### src/shared/supply_monitor_pkg.sv
// constants for the supply drop detector control block
//
// Overview of operation
// - writing enable one powers the detector up
// - writing enable zero powers the detector down
// - stable flag reads one only when armed
// - four-bit trip code; 1111 external, 0000/0001 reserved
// - supply-low flag set only after reference stable
// - excursions ignored during reference start-up
package supply_monitor_pkg;
    // ------------------------------------------------------------
    // register map
    // ------------------------------------------------------------
    localparam logic [1:0] CONTROL_ADDR   = 2'h0;    // control and status byte
    localparam logic [1:0] IRQ_STAT_ADDR  = 2'h1;    // sticky events, read clears
    localparam logic [1:0] IRQ_MASK_ADDR  = 2'h2;    // interrupt mask
    // ------------------------------------------------------------
    // field positions and reset values
    // ------------------------------------------------------------
    localparam int          STABLE_BIT    = 5;
    localparam int          ENABLE_BIT    = 4;
    localparam logic [3:0]  LEVEL_RESET   = 4'h5;
    localparam logic [3:0]  LEVEL_EXT     = 4'hf;    // external trip input
    localparam logic [3:0]  LEVEL_MIN     = 4'h2;    // lowest legal internal code
    localparam int          EV_DROP_BIT   = 0;       // supply drop event
    localparam int          EV_STABLE_BIT = 1;       // reference became stable
    // ------------------------------------------------------------
    // start-up timing
    // ------------------------------------------------------------
    localparam int          STARTUP_US    = 20;      // reference settle time, plain default
    localparam int          CLK_MHZ       = 20;
    localparam int          STARTUP_CYC   = STARTUP_US * CLK_MHZ;
    localparam logic [9:0]  STARTUP_LAST  = 10'(STARTUP_CYC - 1);
    // ------------------------------------------------------------
    // detector state
    // ------------------------------------------------------------
    typedef enum logic [2:0] {
        ST_OFF    = 3'h1,
        ST_SETTLE = 3'h2,
        ST_ARMED  = 3'h4
    } det_state_t;
endpackage

### src/core/supply_monitor.sv
// supply drop detector control register, start-up sequencer and interrupt
//
// Design decisions made here: strobed register access and the placing of the registers.
`timescale 1ns/10ps
`default_nettype none
module supply_monitor (
    input  wire logic       CLK_SYS_I,
    input  wire logic       RESET_I,
    input  wire logic [1:0] ADDR_I,
    input  wire logic [7:0] WDATA_I,
    input  wire logic       WR_I,
    input  wire logic       RD_I,
    input  wire logic       COMPARE_LOW_I,    // analog comparator: supply below trip
    output logic      [7:0] RDATA_O,
    output logic            DETECTOR_POWER_O, // powers the analog circuit
    output logic      [3:0] TRIP_LEVEL_O,     // comparison point select
    output logic            EXT_INPUT_SEL_O,  // routes the external trip input
    output logic            IRQ_O
);
    // ------------------------------------------------------------
    // state
    // ------------------------------------------------------------
    supply_monitor_pkg::det_state_t state, next_state;  // detector sequencer
    logic       enable,  next_enable;                   // power enable bit
    logic [3:0] level,   next_level;                    // trip level select
    logic [9:0] count,   next_count;                    // start-up counter
    logic [1:0] stat,    next_stat;                     // sticky events
    logic [1:0] mask,    next_mask;                     // interrupt mask
    logic [7:0] rdata,   next_rdata;                    // read data stage
    logic       irq,     next_irq;
    logic       s1, s2, s3;                             // comparator synchroniser
    logic       stable;                                 // armed decode
    logic [1:0] events;                                 // events this cycle

    // armed and still enabled: a disable write drops the flag in the same cycle,
    // so software never reads stable beside a cleared enable
    assign stable = (state == supply_monitor_pkg::ST_ARMED) && enable;

    // ------------------------------------------------------------
    // comparator synchroniser: a change counts once s2 and s3 agree
    // ------------------------------------------------------------
    logic low_seen, next_low_seen;
    always_comb begin
        next_low_seen = low_seen;
        if (s2 == s3) begin
            next_low_seen = s3;
        end
    end

    // ------------------------------------------------------------
    // register writes and sequencer
    // ------------------------------------------------------------
    always_comb begin
        next_enable = enable;
        next_level  = level;
        next_mask   = mask;
        next_state  = state;
        next_count  = count;
        events      = 2'h0;
        if (WR_I && ADDR_I == supply_monitor_pkg::CONTROL_ADDR) begin
            next_enable = WDATA_I[supply_monitor_pkg::ENABLE_BIT];
            // reserved codes are kept out; previous level is retained
            if (WDATA_I[3:0] >= supply_monitor_pkg::LEVEL_MIN) begin
                next_level = WDATA_I[3:0];
            end
        end
        if (WR_I && ADDR_I == supply_monitor_pkg::IRQ_MASK_ADDR) begin
            next_mask = WDATA_I[1:0];
        end
        case (state)
            supply_monitor_pkg::ST_OFF: begin
                next_count = 10'h000;
                if (enable) begin
                    next_state = supply_monitor_pkg::ST_SETTLE;
                end
            end
            supply_monitor_pkg::ST_SETTLE: begin
                // drops are not watched while the reference settles
                if (!enable) begin
                    next_state = supply_monitor_pkg::ST_OFF;
                end else if (count == supply_monitor_pkg::STARTUP_LAST) begin
                    next_state = supply_monitor_pkg::ST_ARMED;
                    events[supply_monitor_pkg::EV_STABLE_BIT] = 1'b1;
                end else begin
                    next_count = count + 10'h001;
                end
            end
            supply_monitor_pkg::ST_ARMED: begin
                if (!enable) begin
                    next_state = supply_monitor_pkg::ST_OFF;
                end else if (low_seen) begin
                    events[supply_monitor_pkg::EV_DROP_BIT] = 1'b1;
                end
            end
            default: begin
                next_state = supply_monitor_pkg::ST_OFF;
            end
        endcase
    end

    // ------------------------------------------------------------
    // status, read data and interrupt; a set wins over read clear
    // ------------------------------------------------------------
    always_comb begin
        next_stat  = stat;
        next_rdata = 8'h00;
        if (RD_I) begin
            case (ADDR_I)
                supply_monitor_pkg::CONTROL_ADDR: begin
                    // upper two bits read zero
                    next_rdata = {2'b00, stable, enable, level};
                end
                supply_monitor_pkg::IRQ_STAT_ADDR: begin
                    next_rdata = {6'h00, stat};
                    next_stat  = 2'h0;
                end
                supply_monitor_pkg::IRQ_MASK_ADDR: begin
                    next_rdata = {6'h00, mask};
                end
                default: begin
                    next_rdata = 8'h00;
                end
            endcase
        end
        next_stat = next_stat | events;
        next_irq  = |(next_stat & next_mask);
    end

    // ------------------------------------------------------------
    // registers
    // ------------------------------------------------------------
    always_ff @(posedge CLK_SYS_I) begin
        s1 <= COMPARE_LOW_I;
        s2 <= s1;
        s3 <= s2;
        if (RESET_I) begin
            state    <= supply_monitor_pkg::ST_OFF;
            enable   <= 1'b0;
            level    <= supply_monitor_pkg::LEVEL_RESET;
            count    <= 10'h000;
            stat     <= 2'h0;
            mask     <= 2'h0;
            rdata    <= 8'h00;
            irq      <= 1'b0;
            low_seen <= 1'b0;
        end else begin
            state    <= next_state;
            enable   <= next_enable;
            level    <= next_level;
            count    <= next_count;
            stat     <= next_stat;
            mask     <= next_mask;
            rdata    <= next_rdata;
            irq      <= next_irq;
            low_seen <= next_low_seen;
        end
    end

    // ------------------------------------------------------------
    // analog-facing outputs registered from the next values
    // ------------------------------------------------------------
    logic power_q, ext_q;
    logic [3:0] lvl_q;
    always_ff @(posedge CLK_SYS_I) begin
        if (RESET_I) begin
            power_q <= 1'b0;
            lvl_q   <= supply_monitor_pkg::LEVEL_RESET;
            ext_q   <= 1'b0;
        end else begin
            power_q <= next_enable;
            lvl_q   <= next_level;
            ext_q   <= (next_level == supply_monitor_pkg::LEVEL_EXT);
        end
    end

    assign RDATA_O          = rdata;
    assign DETECTOR_POWER_O = power_q;
    assign TRIP_LEVEL_O     = lvl_q;
    assign EXT_INPUT_SEL_O  = ext_q;
    assign IRQ_O            = irq;
endmodule
`default_nettype wire

### config.mk
export PLATFORM = sky130hd
export DESIGN_NAME = supply_monitor
export DESIGN_NICKNAME = d
export VERILOG_FILES = /design/src/shared/supply_monitor_pkg.sv /design/src/core/supply_monitor.sv
export SDC_FILE = /design/constraint.sdc
export NUM_CORES = 1
export LEC_CHECK = 0
export ABC_AREA = 1
export BUFFER_PORTS_ARGS = -buffer_cell sky130_fd_sc_hd__buf_2
export CAP_MARGIN = 10
export CORE_ASPECT_RATIO = 1.4
export CORE_MARGIN = 1
export CORE_UTILIZATION = 49
export CTS_CLUSTER_DIAMETER = 30
export DETAILED_ROUTE_END_ITERATION = 6
export PLACE_DENSITY_LB_ADDON = 0.1
export SLEW_MARGIN = 15
export SYNTH_ARGS = -nofsm -noshare
export SYNTH_HDL_FRONTEND = slang
export SYNTH_SLANG_ARGS = --single-unit
### constraint.sdc
create_clock -name CLK_SYS_I -period 1.2 [get_ports CLK_SYS_I]
set_input_delay 0.12 -clock CLK_SYS_I [delete_from_list [all_inputs] [get_ports CLK_SYS_I]]
set_output_delay 0.12 -clock CLK_SYS_I [all_outputs]
set_load 0.01 [all_outputs]
# Word level (Yosys, flattened, before mapping)
# Cells that the tools add are included.
[word_totals]
ff_bits = 36
inputBits = 15
out_inout_bits = 15
word_cells = 60
[classes]
addsub = 1
magnitude_cmp = 1
eq_ne = 13
n_mux = 20
bitwise = 3
n_reduce_logical = 9
[op_table]
columns = ["op", "n"]
rows = [
  ["$mux W10", 2],
  ["$pmux W10 S2", 1],
  ["$pmux W6 S3", 1],
  ["$mux W3", 4],
  ["$add A10 B1 Y10 const B", 1],
  ["$eq A10 B9 Y1 const B", 1],
  ["$pmux W3 S3", 1],
  ["$mux W4", 2],
  ["$ne A2 B2 Y1 const B", 4],
  ["$mux W1", 6],
  ["$mux W2", 3],
  ["$reduce_and A3 Y1", 2],
  ["$eq A4 B4 Y1 const B", 1],
  ["$ge A4 B2 Y1 const B", 1],
  ["$reduce_or A2 Y1", 2],
  ["$eq A3 B1 Y1 const B", 1],
  ["$eq A3 B2 Y1 const B", 1],
  ["$eq A3 B3 Y1 const B", 1],
  ["$logic_and A1 B1 Y1", 3],
  ["$ne A3 B3 Y1 const B", 1],
  ["$and A2 B2 Y2", 1],
  ["$eq A2 B1 Y1 const B", 1],
  ["$eq A2 B2 Y1 const B", 1],
  ["$logic_not A2 Y1", 1],
  ["4 further kinds", 4],
]

# Longest topological paths before layout
# Gate-level depths: netlist (run 1).
[depth]
word_depth = 7
mapped_depth = 9
mapped_depth_nobuf = 9

# Worst setup path before layout (run 1)
# Ideal clock, no wire load.
[synth_path]
path_kind = "register to register"
start = "register count[0]"
end = "register count[0]"
setup_time_ps = 113
t_arrival_ps = 1190
required_time_ps = 1087
setup_slack_ps = -104
path_stages_with_launch = 9
path_buffers = 0
synth_period_minus_slack_ps = 1304
cell_sequence = "dfxtp_1 > ha_1 > nand2_1 > nor2_4 > nand3_2 > nor2_2 > nor2_4 > nor2_1 > nor2_1"
[synth_between]
elab_chain_cells = 4
word_cells_on_any_way = 7
classes_between = "add/sub (1); eq/ne (2); mux (3); reduce/logical (1)"
[synth_rtl]
columns = ["element", "line_no", "rtl"]
rows = [
  ["start, declared", "supply_monitor.sv:26", "logic [9:0] count, next_count;"],
  ["start signal, assigned", "supply_monitor.sv:150", "count <= next_count;"],
  ["$add A10 B1 Y10", "supply_monitor.sv:85", "next_count = count + 10'h001;"],
  ["$mux W10", "supply_monitor.sv:81", "end else if (count == supply_monitor_pkg::STARTUP_LAST) begin"],
  ["$mux W10", "supply_monitor.sv:79", "if (!enable) begin"],
  ["$pmux W10 S2", "supply_monitor.sv:70", "case (state)"],
]
# Parallel ways exist; a longest one is shown, timed or not. The select of a mux whose other input is x is not followed.
# A chain may end at the register's enable or synchronous reset.

# Worst setup path after layout (run 1)
[layout_path]
start = "register count[1]"
end = "register count[7]"
# Same word-level chain as after synthesis.

==> results of run 1 <==
## registers in the layout (all words and copies together) (netlist names)
register and count:
DETECTOR_POWER_O 1, EXT_INPUT_SEL_O 1, IRQ_O 1, RDATA_O 6, TRIP_LEVEL_O 4, count 10, low_seen 1, mask 2
s1 1, s2 1, s3 1, stat 2, state 3
## critical path: stages, from the launching register on
cell,delay (ps)
dfxtp_2,350
ha_4,160
nand2_4,50
nor2_4,160
nand4_4,150
nand2_4,160
nand2_1,90
a21oi_2,120
## cells in the final DEF (no fill, tap or decap), types with 3 or more instances in the layout
master and n:
a21oi_1 11, buf_2 24, buf_4 27, clkbuf_8 6
dfxtp_1 30, dfxtp_2 4, inv_1 27, inv_2 4
nand2_1 55, nand2_2 6, nand2_4 3, nand3_1 8
nand4_1 4, nor2_1 30, nor2_2 6, nor2_4 5
nor3_1 3, o21ai_0 5
## repair_timing
action / in CTS / in global routing
hold buffers: 1 / 0
setup buffers: 0 / 1
resized for setup: 6 / 11
pin swaps: 11 / 11
endpoints found under the setup margin: 13 / 14
hold endpoints to repair: 1 / 0
## logic make-up (layout without fill, tap and decap cells)
family | count (synthesis) | in the layout | synth area share [%]
other | 1 | 2 | 0.233
xor gates and xnor gates | 2 | 2 | 1.09
adders and majority gates | 1 | 1 | 0.777
AOI/OAI and AO/OA | 28 | 28 | 9.79
buffers and inverters | 35 | 91 | 8.62
DFF | 34 | 34 | 42.3
and+or+nand+nor | 127 | 127 | 37.2
## metal layers
metal	part of all wire (%)	wire length (microns)	vias to the layer above
met1	40	1500	710
met5	0	0	-
met2	54	2010	28
met4	3.1	116	0
li1	-	-	828
met3	2.9	108	11
## through the flow
stage	area, sq um	power (mW)	setup WS [ps]
after floorplan	1650	1.34	-59.1
after global placement	1990	1.43	-95.1
after detailed placement	1990	1.44	-141
after CTS	2110	2.32	-112
after global routing	2150	2.38	-209
final	2150	2.30	-96.5
## layout make-up
cell class / count / area share (%)
clock buffer: 7 / 4.01
clock inverter: 1 / 0.232
inverter: 31 / 5.40
multi-input combinational: 160 / 40.8
sequential: 34 / 31.8
tap: 39 / 2.27
timing repair buffer: 52 / 15.5
## final timing paths
kind	to	slack (ps)	start	cells past startpoint
min reg2reg	s2$_DFF_P_	340	s1$_DFF_P_	0
max	count[7]$_SDFFE_PP0P_	-100	count[1]$_SDFFE_PP0P_	7
min	TRIP_LEVEL_O[0]$_SDFF_PP1_	80	WDATA_I[0]	3
max reg2reg	count[7]$_SDFFE_PP0P_	-100	count[1]$_SDFFE_PP0P_	7
## power by group through the flow
stage | logic [mW] | registers [mW] | clock network, mW
after floorplan | 0.133 | 1.21 | 0
after global placement | 0.232 | 1.20 | 0
after detailed placement | 0.236 | 1.20 | 0
after CTS | 0.246 | 1.18 | 0.899
after global routing | 0.277 | 1.18 | 0.928
final | 0.250 | 1.18 | 0.870
==> metrics.md, run 1 <==
| Metric | Value |
|---|---|
| Area leader, netlist | `dfxtp_1` |
| Layout fillers | `297` |
| Yosys top cell area share | `42.3%` |
| Fraction of layout cells with a size suffix above 1 | `33.3%` |
| Crit path DAT | `1520 ps` |
| Worst clock skew | `5.18 ps` |
| M1 GR Usage | `24.0%` |
| Die X | `50.5 microns` |
| Critical path required time | `1420 ps` |
| Pwr dens | `1070 nW/um^2` |
| Number of buffers created by CTS | `5` |
| Fmax | `0.771 GHz` |
| Gpl congestion | `0.809` |
| Fin. max-slew vios | `0` |
| Minimum clock period | `1300 ps` |
| Routed WL per cell | `11.5 microns` |
| Critical path fanouts, max | `8` |
| GR peak layer | `met2` |
| Post-DRT Antenna Nets | `0` |
| Most common cell in the netlist | `nand2_1` |
| Grt met3 use | `5.48%` |
| Clk slew on worst S/H paths | `70 ps` |
| Synth Register Bits | `34` |
| PortBufs | `24` |
| Failing checks | `setup timing` |
| # placed instances | `314` |
| Number of diodes | `0` |
| Via count | `1,577` |
| P_sw | `0.576 mW` |
| Initial Utilization | `51.6%` |
| # Max-Cap Violations | `0` |
| Tcrit/Tclk final | `108%` |
| Die ar. | `3520 sq um` |
| First-pass GRT wire length | `6180 microns` |
| Clock group share of total power | `37.9%` |
| Multi-input logic area | `878 sq um` |
| CTS tree | `built` |
| Sequential Power Share | `51.2%` |
| Initial DRC count | `25` |
| Total negative slack | `-764 ps` |
| Vias in the first global route | `1,531` |
| Rows | `24` |
| Share of async-settable or async-resettable flops after synthesis | `0%` |
| Drt drc | `0` |
| DP Wirelength | `2900 microns` |
| Hold Vio Cnt, Final | `0` |
| CTS root buf | `clkbuf_8` |
| RSZ-0062 raised after global routing | `yes` |
| Post-synthesis sequential area ratio | `42.3%` |
| CP Capture Type | `flop` |
| Main flop type after synthesis | `dfxtp_1` |
| Skew-Pair Late Insertion Delay | `280 ps` |
| Largest net degree at the start of global routing | `15` |
| Area Growth Syn to Fin | `33.7%` |
| Setup Viol. Count Final | `12` |
| Drt first pass iters | `4` |
| WL final | `3730 microns` |
| Final cell count without fillers | `324` |
| Final Util | `69.0%` |
| Outcome | `complete, but fails checks` |
| Reg area | `686 sq um` |
| Crit Path Class | `flop to flop` |
| Die height | `69.8 microns` |
| Overflow left after global routing | `0` |
| Cell area after synthesis | `1610 sq um` |
| Nets | `300` |
| H-tree Lvls | `2` |
| Worst vdd ir | `1.04 mV` |
| Ys Warns | `0` |
| Deepest clock path buffer count | `2` |
| Synth cell count leaders | `nand2_1 (61), dfxtp_1 (34), nor2_1 (33)` |
| P_int | `1.72 mW` |
| Comb pwr share | `10.9%` |
| Mapped Avg Cell Area | `7.06 sq um` |
| Startpoint Class | `flop` |
| Largest cells by area after synthesis | `dfxtp_1 (42%), nand2_1 (14%), nor2_1 (7.7%)` |
| P_leak | `0.960 nW` |
| EDFF count, synth | `0` |
| M2 GR Usage | `42.4%` |
| GRT Util Overall | `23.5%` |
| Yosys cell types | `31` |
| Number of vias per cell | `4.87` |
| Switch share | `25.1%` |
| Hold slack | `82.4 ps` |
| Slack of the critical path | `-96.5 ps` |
| CTS Sinks | `34` |
| Post-synthesis cell count | `228` |
| I/O pin count | `30` |
| Antenna violations before repair | `0` |
| Core Area | `3120 sq um` |
| Worst Hold Class | `primary input to flop` |
Note: power is estimated with default switching activity, not from simulation.
==> inputs of run 2 (changes only) <==
--- a/config.mk
+++ b/config.mk
@@ -8,7 +8,7 @@
 export ABC_AREA = 1
 export BUFFER_PORTS_ARGS = -buffer_cell sky130_fd_sc_hd__buf_2
 export CAP_MARGIN = 10
-export CORE_ASPECT_RATIO = 1.4
+export CORE_ASPECT_RATIO = 1.1
 export CORE_MARGIN = 1
 export CORE_UTILIZATION = 49
 export CTS_CLUSTER_DIAMETER = 30
==> run 2 against run 1 <==
  * Highest routed layer unchanged
  * Largest power group unchanged
  * Core utilization down 0.31 points
  * Maximum frequency down 0.66%
  * Clock power down 3.3%
  * The run still ends with setup timing left
==> metrics.md, run 2 (synthesis gave the netlist of run 1 again) <==
| Metric | Value |
|---|---|
| Outcome | `complete, but fails checks` |
| Failing checks | `setup timing` |
| Most common cell after layout, fill and taps aside | `nand2_1` |
| Post-route cell area | `2130 sq um` |
| Vias in the first global route | `1,461` |
| H-tree Lvls | `2` |
| CTS tree | `built` |
| Fin. max-slew vios | `0` |
| Worst Hold Class | `primary input to flop` |
| WL final | `3600 microns` |
| PortBufs | `24` |
| Hold slack | `27.1 ps` |
| CTS root buf | `clkbuf_4` |
| Pwr dens | `1060 nW/um^2` |
| Gpl congestion | `0.807` |
| Antenna violations before repair | `0` |
| Deepest clock path buffer count | `2` |
| Area Growth Syn to Fin | `32.2%` |
| I/O pin count | `30` |
| First-pass GRT wire length | `6130 microns` |
| Power, Total | `2.26 mW` |
| Number of buffers created by CTS | `5` |
| Initial DRC count | `63` |
| Die ar. | `3520 sq um` |
| Most frequent cells in the layout | `nand2_1 (59), nor2_1 (31), dfxtp_1 (30)` |
| Reg area | `686 sq um` |
| Drt first pass iters | `4` |
| Crit path DAT | `1590 ps` |
| FF-to-FF setup slack | `-110 ps` |
| Die height | `62.1 microns` |
| Setup Viol. Count Final | `12` |
| M1 GR Usage | `26.3%` |
| Cell Area, Placed | `2000 sq um` |
| GRT Util Overall | `22.5%` |
| P_leak | `0.945 nW` |
| Post-DRT Antenna Nets | `0` |
| Rows | `21` |
| Fraction of layout cells with a size suffix above 1 | `31.6%` |
| Tcrit/Tclk final | `109%` |
| Initial Utilization | `51.9%` |
| Largest net degree at the start of global routing | `12` |
| Fmax | `0.766 GHz` |
| Total negative slack | `-726 ps` |
| DP Wirelength | `2630 microns` |
| Worst clock skew | `8.69 ps` |
| Nets | `300` |
| Minimum clock period | `1310 ps` |
| CP Capture Type | `flop` |
| Most flops, register | `count` |
| Skew-Pair Late Insertion Delay | `350 ps` |
| Critical path required time | `1490 ps` |
| Number of vias per cell | `4.88` |
| Final Util | `68.6%` |
| GR peak layer | `met2` |
| Setup WS pre-CTS | `-137 ps` |
| Crit Path Class | `flop to flop` |
| Core Area | `3100 sq um` |
| RSZ-0062 raised after global routing | `yes` |
| Multi-input logic area | `872 sq um` |
| Overflow left after global routing | `0` |
| Slack of the critical path | `-105 ps` |
| Final cell count without fillers | `319` |
| Drt drc | `0` |
| # Max-Cap Violations | `0` |
| Number of diodes | `0` |
| CTS Sinks | `34` |
| # placed instances | `310` |
| Grt met3 use | `5.63%` |
| Via count | `1,557` |
| Startpoint Class | `flop` |
| Largest register FFs | `10` |
| Die X | `56.7 microns` |
| Routed WL per cell | `11.3 microns` |
| M2 GR Usage | `39.1%` |
| Worst vdd ir | `0.701 mV` |
| Clk slew on worst S/H paths | `100 ps` |
| Critical path fanouts, max | `8` |
| Layout fillers | `273` |
| Hold Vio Cnt, Final | `0` |
run 2: path summary, 6_finish.rpt:
path / startpoint / to / cells past startpoint
worst max-delay path: count[1]$_SDFFE_PP0P_ / count[6]$_SDFFE_PP0P_ / 7
worst min-delay path: WDATA_I[0] / TRIP_LEVEL_O[0]$_SDFF_PP1_ / 3
worst max register to register: count[1]$_SDFFE_PP0P_ / count[6]$_SDFFE_PP0P_ / 7
worst min register to register: s1$_DFF_P_ / s2$_DFF_P_ / 0
run 2: metal layers:
layer | part of all wire [%] | wire, microns
met1 | 45 | 1630
met2 | 50 | 1790
met3 | 3.1 | 112
met4 | 1.8 | 65
met5 | 0 | 0
run 2: cell type report:
class / instances / area share (%)
flip-flops and latches: 34 / 32.2
inverters: 31 / 5.47
repair buffers: 52 / 15.6
multi-input cells: 160 / 41.0
clock inverters: 2 / 1.76
well taps: 34 / 2.00
clock buffers: 6 / 1.94
run 2: where the power goes:
part	internal (mW)	switching, mW
Combinational	0.0993	0.146
Clock	0.439	0.402
Sequential	1.16	0.0182
run 2: critical path: stages, from the launching register on:
cell and delay, ps:
dfxtp_2 370, ha_4 140, nand2_2 60, nor2_4 170, nand4_4 150, nand2_4 150
nand2_1 80, a21oi_2 120
run 2: what timing repair did:
item | CTS | global route
buffers inserted | 0 | 0
resized for setup | 5 | 10
pin swaps | 8 | 11
hold endpoints to repair | 1 | 0
hold buffers | 1 | 0
endpoints found under the setup margin | 13 | 14
==> inputs of run 3 (changes only) <==
--- a/config.mk
+++ b/config.mk
@@ -14,6 +14,7 @@
 export CTS_CLUSTER_DIAMETER = 30
 export DETAILED_ROUTE_END_ITERATION = 6
 export PLACE_DENSITY_LB_ADDON = 0.1
+export RECOVER_POWER = 100
 export SLEW_MARGIN = 15
 export SYNTH_ARGS = -nofsm -noshare
 export SYNTH_HDL_FRONTEND = slang
==> run 3 against run 2 <==
  * The run still ends with setup timing left
  * Clock skew about the same
  * Sequential share of layout area grew 0.29 points
  * Sequential power hardly changed
  * Hold slack about the same
  * Via count fell by 0.45%
  * Global-route usage unchanged
  * Critical path depth stayed put
  * Final cell count unchanged
  * Non-clock buffer count unchanged
  * Highest routed layer unchanged
  * Largest power group unchanged
  * Register-to-register slack hardly changed
==> metrics.md, run 3 (synthesis gave the netlist of run 1 again) <==
| Metric | Value |
|---|---|
| Outcome | `complete, but fails checks` |
| Failing checks | `setup timing` |
| Post-CTS setup buffer count | `0` |
| Slack of the critical path | `-105 ps` |
| Critical path fanouts, max | `8` |
| Critical path required time | `1490 ps` |
| Worst clock skew | `8.64 ps` |
| Routed WL per cell | `11.2 microns` |
| Fin. max-slew vios | `0` |
| Top routing layer used | `met4` |
| # placed instances | `310` |
| RR Startpoint | `count[1]$_SDFFE_PP0P_` |
| Rows | `21` |
| Most frequent cells in the layout | `nand2_1 (59), nor2_1 (31), dfxtp_1 (30)` |
| Number of diodes | `0` |
| Overflow left after global routing | `0` |
| First-pass GRT wire length | `6130 microns` |
| Number of buffers created by CTS | `5` |
| Area Growth Syn to Fin | `31.0%` |
| I/O pin count | `30` |
| DP Wirelength | `2630 microns` |
| Tcrit/Tclk final | `109%` |
| Number of vias per cell | `4.86` |
| Initial DRC count | `62` |
| Skew-Pair Late Insertion Delay | `350 ps` |
| Crit Path Class | `flop to flop` |
| Worst setup path start | `count[1]$_SDFFE_PP0P_` |
| Hold Vio Cnt, Final | `0` |
| Final cell count without fillers | `319` |
| Post-DRT Antenna Nets | `0` |
| Drt first pass iters | `4` |
| Fmax | `0.766 GHz` |
| Metal-1 WL | `1610 microns` |
| Core Area | `3100 sq um` |
| R2R Path End | `count[6]$_SDFFE_PP0P_` |
| Gpl congestion | `0.807` |
| WL final | `3580 microns` |
| Fraction of layout cells with a size suffix above 1 | `27.0%` |
| WHS Endpoint | `TRIP_LEVEL_O[0]$_SDFF_PP1_` |
| Hold path cells | `3` |
| CTS root buf | `clkbuf_4` |
| Drt drc | `0` |
| Nets | `300` |
| P_leak | `0.895 nW` |
| Power, Total | `2.26 mW` |
| H-tree Lvls | `2` |
| GRT Util Overall | `22.5%` |
| Worst r2r path cells | `7` |
| Deepest clock path buffer count | `2` |
| Crit path DAT | `1590 ps` |
| Most flops, register | `count` |
| Vias in the first global route | `1,461` |
| Hold Crit Start | `WDATA_I[0]` |
| Antenna violations before repair | `0` |
| Worst vdd ir | `0.699 mV` |
| Worst Hold Class | `primary input to flop` |
| RSZ-0062 raised after global routing | `yes` |
| Initial Utilization | `51.9%` |
| Die X | `56.7 microns` |
| CTS Sinks | `34` |
| Setup Viol. Count Final | `12` |
| # Max-Cap Violations | `0` |
| Pwr dens | `1070 nW/um^2` |
| CP Capture Type | `flop` |
| Largest register FFs | `10` |
| Die ar. | `3520 sq um` |
| Minimum clock period | `1310 ps` |
| Clk slew on worst S/H paths | `100 ps` |
| Met2 WL post-DR | `1800 microns` |
| Most common cell after layout, fill and taps aside | `nand2_1` |
| Startpoint Class | `flop` |
| FF-to-FF setup slack | `-110 ps` |
| Largest net degree at the start of global routing | `12` |
| Die height | `62.1 microns` |
| CTS tree | `built` |
| Met3 WL post-DR | `108 microns` |
| Via count | `1,550` |
| PortBufs | `24` |
-- run 3: cell count changes in the layout (fill, tap and decap cells not counted), sizes merged --
cell,before,now
buf,51,38
clkbuf,6,19
-- run 3: metal layers --
layer,vias up,GRT usage (%)
met2,30,39.1
met3,6,5.63
met1,686,26.3
li1,828,-
met5,-,0
met4,0,8.44
-- run 3: cell type report --
| cell class | count | area, sq um |
|---|---|---|
| inverters | 31 | 116 |
| fillers | 281 | 991 |
| clock buffers | 6 | 41.3 |
| multi-input cells | 160 | 872 |
| repair buffers | 52 | 314 |
| clock inverters | 2 | 37.5 |
| well taps | 34 | 42.5 |
| flip-flops and latches | 34 | 686 |
-- run 3: worst max-delay path by stage --
stage,end,depth (start not counted)
4_1_cts,count[1]$_SDFFE_PP0P_,9
5_1_grt,count[1]$_SDFFE_PP0P_,9
6_report,count[6]$_SDFFE_PP0P_,7
3_5_place_dp,count[1]$_SDFFE_PP0P_,8
2_1_floorplan,count[0]$_SDFFE_PP0P_,8
3_3_place_gp,count[1]$_SDFFE_PP0P_,8
-- run 3: power breakdown --
group | internal, mW | total (mW) | switching, mW | leakage [nW]
logic | 0.0955 | 0.241 | 0.145 | 0.578
registers | 1.16 | 1.18 | 0.0184 | 0.278
clock network | 0.439 | 0.841 | 0.401 | 0.0385
total | 1.69 | 2.26 | 0.565 | 0.895
-- run 3: repair_timing --
item | CTS | global route
hold endpoints to repair | 1 | 0
gates resized for setup | 5 | 10
setup endpoints to repair | 13 | 14
pin swaps | 8 | 11
hold buffers | 1 | 0
-- run 3: per-stage QoR --
stage                     hold WS [ps]  TNS [ps]  cell area [sq um]  utilization (%)  worst slack [ps]
after floorplan                    148      -383               1650                -             -59.1
after global placement             224      -631               2000             64.4             -88.6
after detailed placement           225      -904               2000             64.4              -137
after CTS                         12.4      -717               2090             67.6              -111
after global routing              23.5     -1860               2110             68.0              -177
final                             27.5      -727               2110             68.0              -105
-- run 3: critical path, stage by stage (launching register included) --
cell and delay [ps]:
dfxtp_2 370, ha_4 140, nand2_2 60, nor2_4 170, nand4_4 150, nand2_4 150, nand2_1 80, a21oi_2 120
